==> config.mk <==
export PLATFORM = sky130hd
export DESIGN_NAME = qei_encoder
export DESIGN_NICKNAME = d
export VERILOG_FILES = /design/src/qei_pkg.sv /design/src/qei_out_if.sv /design/src/qei_encoder.sv /design/src/qei_out_stage.sv
export SDC_FILE = /design/constraint.sdc
export NUM_CORES = 1
export LEC_CHECK = 0
export BUFFER_PORTS_ARGS = -buffer_cell sky130_fd_sc_hd__buf_2
export CORE_ASPECT_RATIO = 1.75
export CORE_MARGIN = 2
export CORE_UTILIZATION = 50
export DETAILED_ROUTE_END_ITERATION = 6
export PLACE_DENSITY = 0.69
export SETUP_SLACK_MARGIN = 0.4
export SYNTH_ARGS = -nofsm -noshare
export SYNTH_HDL_FRONTEND = slang
export SYNTH_SLANG_ARGS = --single-unit
==> constraint.sdc <==
create_clock -name clk -period 4.6 [get_ports clk]
set_input_delay 0.23 -clock clk [delete_from_list [all_inputs] [get_ports clk]]
set_output_delay 0.23 -clock clk [all_outputs]
set_load 0.005 [all_outputs]
==> src/qei_pkg.sv <==
// Package for the quadrature encoder output generator.
// Assumes a single 100 MHz clock and an active-low asynchronous reset.
package qei_pkg;
  localparam int unsigned CLK_MHZ        = 100;
  localparam int unsigned LINES_DEFAULT  = 2500;
  localparam int unsigned POS_W          = 16;
  localparam int unsigned PHASE_W        = 2;
  localparam int unsigned MIN_EDGE_NS    = 100;
  localparam int unsigned MIN_EDGE_CYC   = (MIN_EDGE_NS * CLK_MHZ + 999) / 1000;
  localparam int unsigned GAP_W          = 8;
  localparam logic [PHASE_W-1:0] PHASE_RST = 2'h0;
  localparam logic [POS_W-1:0]   POS_RST   = 16'h0000;
  localparam logic [GAP_W-1:0]   GAP_RST   = 8'h00;

  // Gray sequence of the two channels, one entry per quarter period
  function automatic logic [1:0] qei_gray(input logic [PHASE_W-1:0] ph);
    case (ph)
      2'h0:    qei_gray = 2'h0;
      2'h1:    qei_gray = 2'h1;
      2'h2:    qei_gray = 2'h3;
      default: qei_gray = 2'h2;
    endcase
  endfunction : qei_gray
endpackage : qei_pkg

==> src/qei_out_if.sv <==
// Interface carrying the encoder channel levels to the output stage.
// Assumes the producer drives all fields from flip-flops.
`timescale 1ns/1ps
`default_nettype none
interface qei_out_if;
  logic chan_a;
  logic chan_b;
  logic chan_n;
  modport src (output chan_a, output chan_b, output chan_n);
  modport dst (input chan_a, input chan_b, input chan_n);
endinterface : qei_out_if
`default_nettype wire

==> src/qei_encoder.sv <==
// Quadrature encoder output generator: turns shaft step requests into A, B, N.
// Assumes step requests are synchronous to clk; one request per step.
// Summary of operation
// A and B offset by a quarter period
// N pulses once per revolution at zero
// Inverted copies of A, B, N driven
// Cycles per revolution equal line count
// Every position step gives one transition
// Receiver counts steps between A/B edges
// Receiver may count x2 or x4
// 2500 lines give 5000 or 10000 counts
// Edge spacing kept above receiver minimum
// Receiver derives direction from leading channel
`timescale 1ns/1ps
`default_nettype none
module qei_encoder (
  input  wire logic                      clk,
  input  wire logic                      rstn,
  input  wire logic                      step_req,
  input  wire logic                      step_cw,
  input  wire logic                      diff_en,
  input  wire logic [qei_pkg::POS_W-1:0] lines,
  output logic                           step_ready,
  output logic [qei_pkg::POS_W-1:0]      line_pos,
  output logic                           a_out,
  output logic                           b_out,
  output logic                           n_out,
  output logic                           a_n_out,
  output logic                           b_n_out,
  output logic                           n_n_out
);
  import qei_pkg::*;

  typedef enum logic [0:0] {QEI_IDLE, QEI_HOLD} qei_state_t;

  qei_state_t           state_q, state_d;
  logic [PHASE_W-1:0]   phase_q, phase_d;
  logic [POS_W-1:0]     pos_q, pos_d;
  logic [GAP_W-1:0]     gap_q, gap_d;
  logic                 a_q, a_d, b_q, b_d, n_q, n_d;
  logic [POS_W-1:0]     last_line;
  logic                 take;

  qei_out_if chan ();

  ////////////////////////////////////////////////////////////////
  // edge spacing guard: requests accepted only after the gap
  assign step_ready = (state_q == QEI_IDLE);
  assign take       = step_req & step_ready;
  // Zero lines would hang the wrap; treat as one line
  assign last_line  = (lines == POS_RST) ? POS_RST : lines - 16'h0001;

  // Next position, phase and gap counter
  always_comb begin
    state_d = state_q;
    phase_d = phase_q;
    pos_d   = pos_q;
    gap_d   = gap_q;
    case (state_q)
      QEI_IDLE: begin
        if (take) begin
          // one quarter step per request
          phase_d = step_cw ? phase_q + 2'h1 : phase_q - 2'h1;
          // line count steps once per full cycle, wrapping at the line count
          if (step_cw && phase_q == 2'h3) begin
            pos_d = (pos_q >= last_line) ? POS_RST : pos_q + 16'h0001;
          end else if (!step_cw && phase_q == 2'h0) begin
            pos_d = (pos_q == POS_RST) ? last_line : pos_q - 16'h0001;
          end
          state_d = QEI_HOLD;
          gap_d   = GAP_W'(MIN_EDGE_CYC - 1);
        end
      end
      default: begin
        if (gap_q == GAP_RST) begin
          state_d = QEI_IDLE;
        end else begin
          gap_d = gap_q - 8'h01;
        end
      end
    endcase
  end

  // quarter-period offset via gray phase
  always_comb begin
    {a_d, b_d} = qei_gray(phase_d);
    // reference pulse at zero line, phase zero
    n_d        = (pos_d == POS_RST) && (phase_d == PHASE_RST);
  end

  // Register the whole group; channels come straight from flip-flops
  always_ff @(posedge clk or negedge rstn) begin
    if (!rstn) begin
      state_q <= QEI_IDLE;
      phase_q <= PHASE_RST;
      pos_q   <= POS_RST;
      gap_q   <= GAP_RST;
      a_q     <= 1'b0;
      b_q     <= 1'b0;
      n_q     <= 1'b0;
    end else begin
      state_q <= state_d;
      phase_q <= phase_d;
      pos_q   <= pos_d;
      gap_q   <= gap_d;
      a_q     <= a_d;
      b_q     <= b_d;
      n_q     <= n_d;
    end
  end

  assign line_pos    = pos_q;
  assign chan.chan_a = a_q;
  assign chan.chan_b = b_q;
  assign chan.chan_n = n_q;

  ////////////////////////////////////////////////////////////////
  // output stage with inverted copies
  qei_out_stage u_out (
    .clk     (clk),
    .rstn    (rstn),
    .diff_en (diff_en),
    .chan    (chan),
    .a_out   (a_out),
    .b_out   (b_out),
    .n_out   (n_out),
    .a_n_out (a_n_out),
    .b_n_out (b_n_out),
    .n_n_out (n_n_out)
  );
endmodule : qei_encoder
`default_nettype wire

==> src/qei_out_stage.sv <==
// Output stage: true and inverted copies of the three channels.
// Assumes input levels come from flip-flops; copies are registered.
`timescale 1ns/1ps
`default_nettype none
module qei_out_stage (
  input  wire logic clk,
  input  wire logic rstn,
  input  wire logic diff_en,
  qei_out_if.dst    chan,
  output logic      a_out,
  output logic      b_out,
  output logic      n_out,
  output logic      a_n_out,
  output logic      b_n_out,
  output logic      n_n_out
);
  import qei_pkg::*;
  logic [5:0] pins_d;
  logic [5:0] pins_q;

  ////////////////////////////////////////////////////////////////
  // inverted channel copies; low when the single-ended variant
  always_comb begin
    pins_d = {chan.chan_a, chan.chan_b, chan.chan_n,
              diff_en & ~chan.chan_a, diff_en & ~chan.chan_b, diff_en & ~chan.chan_n};
  end

  // Registered so true and inverted pins switch on the same edge
  always_ff @(posedge clk or negedge rstn) begin
    if (!rstn) begin
      pins_q <= 6'h00;
    end else begin
      pins_q <= pins_d;
    end
  end

  assign {a_out, b_out, n_out, a_n_out, b_n_out, n_n_out} = pins_q;
endmodule : qei_out_stage
`default_nettype wire

* Yosys cells after proc, flatten, opt, wreduce, memory -nomap -nowiden
Cells that the tools add are included.
** Storage, ports and cells
- Register bits :: 36
- Input bits :: 21
- Output and inout bits :: 23
- Word-level logic and storage cells :: 56
** Operators by class
- Add/subtract/negate cells :: 6
- Magnitude comparators :: 1
- Eq/ne operators :: 4
- Muxes and demuxes :: 17
- Bitwise gates (word level) :: 8
- Reductions and logical operators :: 12
** Operator list (count)
- $mux 16 :: 7
- $logic_not 16->1 :: 3
- $sub 16x1->16 const B :: 2
- $mux 8 :: 3
- $add 16x1->16 const B :: 1
- $ge 16x16->1 :: 1
- $logic_not 8->1 :: 1
- $sub 8x1->8 const B :: 1
- $mux 2 :: 3
- $pmux 2 s3 :: 1
- $and 1x1->1 :: 4
- $eq 2x2->1 const B :: 2
- $logic_not 2->1 :: 2
- $not 1->1 :: 4
- $logic_and 1x1->1 :: 3
- $mux 1 :: 3
- $add 2x1->2 const B :: 1
- $eq 2x1->1 const B :: 1
- $ne 2x2->1 const B :: 1
- $reduce_and 2->1 :: 1
- $reduce_bool 2->1 :: 1
- $sub 2x1->2 const B :: 1
- $logic_not 1->1 :: 1

* Logic depth before layout (Yosys ltp)
Gate-level depths: netlist of the first run.
- Word-level depth :: 9
- Gate-level depth with buffers :: 16
- Gate-level depth less buffers :: 15

* Modules after synthesis
From an unflattened synthesis of the first run, not the netlist that was laid out.
** Second synthesis, totals
- Cells, all modules :: 421
- Area total of the unflattened synthesis :: 3465.8 um^2
** By module, submodules not included
- qei_encoder :: instances 1, cells an instance 412, area each 3296.9 um^2, sequential area each 750.7 um^2
- qei_out_stage :: instances 1, cells an instance 9, area each 168.9 um^2, sequential area each 150.1 um^2

* Worst setup path after synthesis of the first run
Ideal clock, no wire load.
- Path kind :: input port to flip-flop
- From :: input lines[6] in the netlist's numbering
- To :: register n_q, in the netlist chan.chan_n
- Setup time :: 0.096 ns
- Arrival :: 4.063 ns
- Data required time :: 4.504 ns
- Slack :: 0.441 ns
- Stages :: 14
- Buffers on the path :: 1
- Path through :: or4_4 > or4_4 > a311oi_1 > nor2_1 > ha_1 > and3_1 > o21ai_0 > a31o_2 > a21oi_2 > clkbuf_1 > o211ai_1 > nor4_1 > or4b_2 > nor4_2
** Between the ends
- Longest elaborated chain between the ends :: 9
- Elaborated cells on any way between the ends :: 12
- Those cells by class :: add/sub (1); order compare (1); mux (7); reduce/logical (3)
** RTL lines
- start: declaration :: line qei_encoder.sv:22 : input wire logic [qei_pkg::POS_W-1:0] lines,
- $sub 16x1->16 / $logic_not 16->1 (equally long branches) :: line qei_encoder.sv:51 : assign last_line = (lines == POS_RST) ? POS_RST : lines - 16'h0001;
- $mux 16 (*) :: line qei_encoder.sv:51
- $ge 16x16->1 / $mux 16 (equally long branches) :: line qei_encoder.sv:66, qei_encoder.sv:68
- $mux 16, on equally long branches :: line qei_encoder.sv:66, qei_encoder.sv:67
- $mux 16 (*) :: line qei_encoder.sv:65 : if (step_cw && phase_q == 2'h3) begin
- $mux 16 (*) :: line qei_encoder.sv:61 : if (take) begin
- $mux 16 (*) :: line qei_encoder.sv:59 : case (state_q)
- net pos_d[3] :: line qei_encoder.sv:38 : logic [POS_W-1:0] pos_q, pos_d;
- $logic_not 16->1 (*) :: line qei_encoder.sv:88 : n_d = (pos_d == POS_RST) && (phase_d == PHASE_RST);
- $logic_and 1x1->1 (*) :: line qei_encoder.sv:88
- net n_d :: line qei_encoder.sv:40 : logic a_q, a_d, b_q, b_d, n_q, n_d;
- end signal: assignment :: line qei_encoder.sv:108 : n_q <= n_d;
- end: declaration :: line qei_encoder.sv:40
Mark *: on every way through the listed nets, which the timed path passes. The rest lies on a longest branch.
A chain may end at the register's enable or synchronous reset.

* Final worst setup path of the first run
Ends and elaborated chain as after synthesis.

==> flow_summary.toml, run 1 <==
[yosys]
yosys_warnings = 0
ys_types = 68
async_reset_ff_share_pct = 100
synth_cells = 429
synth_area_leaders = "dfrtp_1, ha_1, nand2_1"
synth_flop_cell = "dfrtp_1"
synthesis.nets = 475
synth_area_um2 = 3410
syn-mean-instance-area_um2 = 7.94
yosys.area.top_type = "dfrtp_1"
synth_top_area_share_pct = 26.4
synth_edf_count = 0
yosysSeqAreaShare_pct = 26.4
ys_seq_elements = 36

[setup_path]
crit_buf_inv = 2
ff2ff_setup_slack_ns = 1.24
crit_arrival_ns = 4.21
path_class = "input pin to flip-flop"
path_delay_family = "simple AND/OR/NAND/NOR gates"
required_ns = 4.78
reg2reg_from = "line_pos[4]"
rr_endpoint = "chan.chan_n"
cpMostUsedCell = "or4_4"
crit_path_top_delay_cell = "or4b_2"
critPathLaunchType = "input pin"
rr_worst_depth = 8
critical_path_peak_fanout = 10
worstSetupEndpointType = "flip-flop"
max_stage_delay_ns = 0.69
crit_chain = "buf_2, or4_4, or4_4, a311oi_2, nor2_1, ha_1, and3_1, o21ai_0, a31o_2, a21oi_4, buf_6, o31ai_1, a22o_1, or4b_2, nor4_2"

[sta]
final.setup_skew_ns = 0.00526
slew_headroom_pct = 34.3
fin_crit_ns = 4.04
final.setup.tns_ns = 0
worst_slew_pin_slew_ns = 0.977
setup_viol = 0
hold_violations = 0
period_share_pct = 87.8
slew_viol_final = 0
finalWorstSetupSlack_ns = 0.563
rsz0062_at_grt = "no"
fmaxAchievable_mhz = 248

[detailed_routing]
route.met2.wl_um = 5570
via_per_inst = 6.58
wl_per_cell_um = 19.7
wirelength_um = 10800
drt-pass1-iter-count = 5
vias = 3619
detail-route-antenna-nets = 0
drt_iter0_markers = 274
wl_met1_um = 3930
highest_layer = "met4"
drc = 0
dr_wl_met3_um = 592

[floorplan]
die_height_um = 113
ios = 44
num_rows = 39
initial_core_util_pct = 51.7
die_area_um2 = 7520
core_region_area_um2 = 6590
die_w_um = 66.4

[run]
drv_cap = 0

[final_layout]
final_cell_mix = "buf_2, nand2_1, dfrtp_1"
n_fill_cell = 621
area_growth_pct = 14.9
layout-drive-gt1-share_pct = 19.7
seqCellArea_um2 = 901
final_common_cell = "buf_2"
multi_input_area_um2 = 2380
nNetsFinal = 514
n_antenna_cell = 0

[clock_tree]
cts.sinks = 36
clockBufferDepth = 2
clkSlewWorstSetupHoldPaths_ns = 0.05
clkLatencyLatePin_ns = 0.28
cts_hold_buffers = 0
cts_buffers = 5
root_buffer = "clkbuf_16"
cts_tree = "built"
h-tree-depth = 2

[placement]
place_congestion = 0.990
portBuffers = 43
pre_cts_slack_ns = 0.178
dpl.hpwl_um = 8320

[run_status]
status = "complete, no violations"

[power_and_ir_drop]
power.density_nw_per_um2 = 266
power.total_mw = 1.04
peakVddDrop_v = 0.000140
p_leak_nw = 1.62

[worst_hold_path]
hp-class = "input pin to asynchronous set/reset pin"

[global_route]
grt_pass1_wl_um = 17300
grt.overflow.total = 0
grt_start_max_net_pins = 37
grt_util_all_layers_pct = 30.2
antenna_found_initial = 0
grt_pass1_vias = 3515
## cells in the mapped netlist, types with 7 or more instances
master / instances
nor4_1: 15
dfrtp_1: 36
nand3_1: 23
inv_1: 17
or3_1: 7
o21ai_0: 22
nand2_1: 42
nor3_1: 27
ha_1: 25
nand4_1: 11
a21oi_1: 18
o31ai_1: 9
nor2_1: 27
clkbuf_1: 17
## report_power, final
group | internal [mW] | total, mW | switching [mW]
Clock | 0.227 | 0.345 | 0.118
Sequential | 0.338 | 0.404 | 0.0662
Combinational | 0.127 | 0.291 | 0.164
Total | 0.692 | 1.04 | 0.349
## registers in the layout, indices dropped and copies added, names as in the netlist
signal and count:
u_out.pins_q 6, line_pos 16, a_q 1, phase_q 2
state_q 1, chan.chan_n 1, gap_q 8, b_q 1
## metrics by stage
step / hold WS, ns / utilization [%] / instance area, um^2 / std cells
4_1_cts: 0.0627 / 58.6 / 3860 / 549
2_1_floorplan: -0.0656 / - / 3410 / 429
3_5_place_dp: 0.359 / 56.3 / 3710 / 542
5_1_grt: 0.106 / 59.4 / 3910 / 550
6_report: 0.0347 / 59.4 / 3910 / 550
3_3_place_gp: 0.347 / 56.3 / 3710 / 542
## kinds of logic (layout without fill, tap and decap cells)
logic type | count (synthesis) | after routing | synth area share (%)
AO/OA/AOI/OAI | 105 | 105 | 21.2
XOR/XNOR | 12 | 12 | 3.08
adder cells (fa/ha/maj) | 25 | 25 | 9.18
buffers and inverters | 40 | 79 | 4.81
flip-flops | 36 | 36 | 26.4
multiplexers | 7 | 7 | 2.13
AND/OR/NAND/NOR | 204 | 204 | 33.2
## layer usage
layer  track usage [%]  vias up
li1                  -     1701
met1              32.6     1668
met2              54.4      196
met3              3.28       54
met4              18.2        0
met5                 0        -
## layout make-up
cell class	count	area share, %
flip-flops and latches	36	23.0
repair buffers	55	7.90
inverters	17	1.63
well taps	82	2.62
multi-input cells	353	60.9
clock buffers	7	3.90
## worst max-delay path by stage
stage | start | to | slack (ns) | cells after the start
2_1_floorplan | lines[6] | chan.chan_n | 0.44 | 14
3_3_place_gp | lines[6] | chan.chan_n | 0.32 | 15
3_5_place_dp | lines[6] | chan.chan_n | 0.18 | 13
4_1_cts | lines[6] | chan.chan_n | 0.47 | 15
5_1_grt | lines[6] | chan.chan_n | 0.41 | 15
6_report | lines[6] | chan.chan_n | 0.56 | 15
## what timing repair did
action | in CTS | in global routing
buffers inserted | 0 | 1
gates resized for setup | 0 | 11
setup endpoints to repair | 0 | 2
Power figures use the tool's default switching activity.
==> run 2: changes to the inputs <==
ABC_AREA = 1   (was not set)
PLACE_DENSITY = 0.68   (was 0.69)
SLEW_MARGIN = 15   (was not set)
==> run 2 against run 1 <==
  * Hold slack worse by 0.013 ns
  * Via count is 12% higher
  * Core utilization is 2.8 points lower
  * Final area is 7.9% higher
  * Clock-buffer cell count is 2 lower
  * Die area is 11% higher
  * Largest power group is now combinational logic
  * Highest routed layer unchanged
==> flow_summary.toml, run 2 <==
[worst_hold_path]
hp-class = "input pin to asynchronous set/reset pin"

[floorplan]
core_region_area_um2 = 7460
die_area_um2 = 8350
num_rows = 42
die_height_um = 119
ios = 44
die_w_um = 69.9
initial_core_util_pct = 51.0

[sta]
setup_viol = 0
final.setup.tns_ns = 0
hold_violations = 0
fmaxAchievable_mhz = 320
period_share_pct = 68.0
slew_headroom_pct = 47.7
worst_slew_pin_slew_ns = 0.784
slew_viol_final = 0
final.setup_skew_ns = 0.00530
fin_crit_ns = 3.13
rsz0062_at_grt = "no"
holdWs_ns = 0.0221

[clock_tree]
clkSlewWorstSetupHoldPaths_ns = 0.06
cts_resized = 0
root_buffer = "clkbuf_16"
cts_tree = "built"
clkLatencyLatePin_ns = 0.28
h-tree-depth = 2
cts_buffers = 5
post-cts-setup-buffer-count = 0
clockBufferDepth = 2
cts.sinks = 36
cts_hold_buffers = 0

[global_route]
grt_util_all_layers_pct = 29.4
grt_pass1_vias = 3961
grt.overflow.total = 0
grt_pass1_wl_um = 19200
antenna_found_initial = 0
grt_start_max_net_pins = 37

[detailed_routing]
drc = 0
drt-pass1-iter-count = 6
wirelength_um = 12000
detail-route-antenna-nets = 0
wl_per_cell_um = 16.0
drt_iter0_markers = 224
via_per_inst = 5.43
vias = 4070

[yosys]
synth_most_common_cell = "nand2_1"
synthesis.nets = 666
async_reset_ff_share_pct = 100
syn-mean-instance-area_um2 = 6.13
synth_top_family_by_area = "simple AND/OR/NAND/NOR gates"
ys_types = 38
synth_area_leaders = "dfrtp_1, nand2_1, nand3_1"
synth_fa_ha_area_share_pct = 8.23
synth-xor-area-share_pct = 3.92
yosys.area.top_type = "dfrtp_1"
synth_commonest_cells = "nand2_1, inv_1, nor2_1"
synth_cells = 620
yosys_warnings = 0
synth_flop_cell = "dfrtp_1"
synth-compound-area-share_pct = 8.36
yosysSeqAreaShare_pct = 23.7
synth_area_um2 = 3800
synth_edf_count = 0
synth-simple-area-share_pct = 45.5
ys_seq_elements = 36
synth_top_area_share_pct = 23.7
synthMuxAreaShare_pct = 0

[setup_path]
reg2reg_from = "line_pos[7]"
rr_endpoint = "chan.chan_n"
crit_arrival_ns = 3.34
required_ns = 4.81
worstSetupEndpointType = "flip-flop"
critPathLaunchType = "input pin"
rr_worst_depth = 14
critical_path_peak_fanout = 11
path_class = "input pin to flip-flop"
ff2ff_setup_slack_ns = 1.85

[placement]
placed_cells = 741
dpl.hpwl_um = 9700
portBuffers = 43
place_congestion = 0.982

[final_layout]
fin_cells = 749
final_common_cell = "nand2_1"
area_growth_pct = 11.0
layout-drive-gt1-share_pct = 12.4
n_antenna_cell = 0
largest_reg_flops = 16
nNetsFinal = 706
final_cell_mix = "nand2_1, nor2_1, inv_1"
n_fill_cell = 760

[run_status]
status = "complete, no violations"

[power_and_ir_drop]
p_leak_nw = 2.24
power.density_nw_per_um2 = 528
peakVddDrop_v = 0.000419
power.total_mw = 2.23

[run]
drv_cap = 0
## run 2: cell types whose count changed in the layout (fill, tap and decap cells not counted), sizes merged, moves of 6 or more
cell,before,now
o31ai,9,0
or3,8,0
nor2,29,100
xor2,6,14
nor3,28,7
nand3,23,66
nor2b,6,0
nor4,17,2
and3,6,0
nand2b,6,0
or4,7,0
inv,17,85
nand2,43,189
buf,55,45
## run 2: worst max-delay path by stage
stage	to	slack, ns	depth (start not counted)	start
after floorplan	chan.chan_n	2.14	22	lines[0]
after global placement	chan.chan_n	1.19	21	lines[6]
after detailed placement	chan.chan_n	1.19	21	lines[6]
after CTS	chan.chan_n	1.45	21	lines[6]
after global routing	chan.chan_n	1.08	20	lines[0]
final	chan.chan_n	1.47	21	lines[2]
## run 2: layout make-up
class                      instances  area, um^2  share of cell area, %
multi-input combinational        485        2510                   59.5
clock buffer                       5         125                   2.96
timing repair buffer              45         230                   5.45
inverter                          87         327                   7.74
clock inverter                     3        18.8                  0.445
sequential                        36         901                   21.3
tap                               88         110                   2.61
## run 2: layer usage
| metal | GRT usage, % | vias up | share of wire (%) |
|---|---|---|---|
| li1 | - | 2054 | - |
| met1 | 28.9 | 1856 | 35 |
| met2 | 58.4 | 122 | 56 |
| met3 | 1.27 | 38 | 3.1 |
| met4 | 17.4 | 0 | 5.5 |
| met5 | 0 | - | 0 |
## run 2: worst max-delay path, cell delays in order
cell and delay, ns:
buf_2 0.12, nor2_1 0.10, nand2_1 0.20, nor2_2 0.33
nor2_1 0.08, nor2_1 0.21, inv_1 0.07, ha_1 0.29
nand2_1 0.07, nor2_1 0.25, nand2_1 0.09, nand2_1 0.13
nand2_1 0.27, nand3_1 0.28, or2_0 0.14, nand2_1 0.05
nand2_1 0.08, nand2_1 0.06, nor2_1 0.08, nand3_1 0.07
nor2_1 0.10
## run 2: cells by family after synthesis
logic type                 after synthesis
adders and majority gates               25
DFF                                     36
xor gates and xnor gates                17
AOI/OAI and AO/OA                       57
and+or+nand+nor                        386
buffers and inverters                   99
## run 2: power by group
part / total, mW / switching (mW) / internal (mW)
logic: 1.22 / 0.784 / 0.436
clock network: 0.327 / 0.128 / 0.199
registers: 0.681 / 0.235 / 0.446
## run 2: through the flow
stage / instance area (um^2) / utilization [%] / setup slack, ns
3_5_place_dp: 4080 / 54.6 / 1.19
4_1_cts: 4220 / 56.6 / 1.45
3_3_place_gp: 4080 / 54.6 / 1.19
2_1_floorplan: 3800 / - / 2.14
6_report: 4220 / 56.6 / 1.47
5_1_grt: 4220 / 56.6 / 1.08
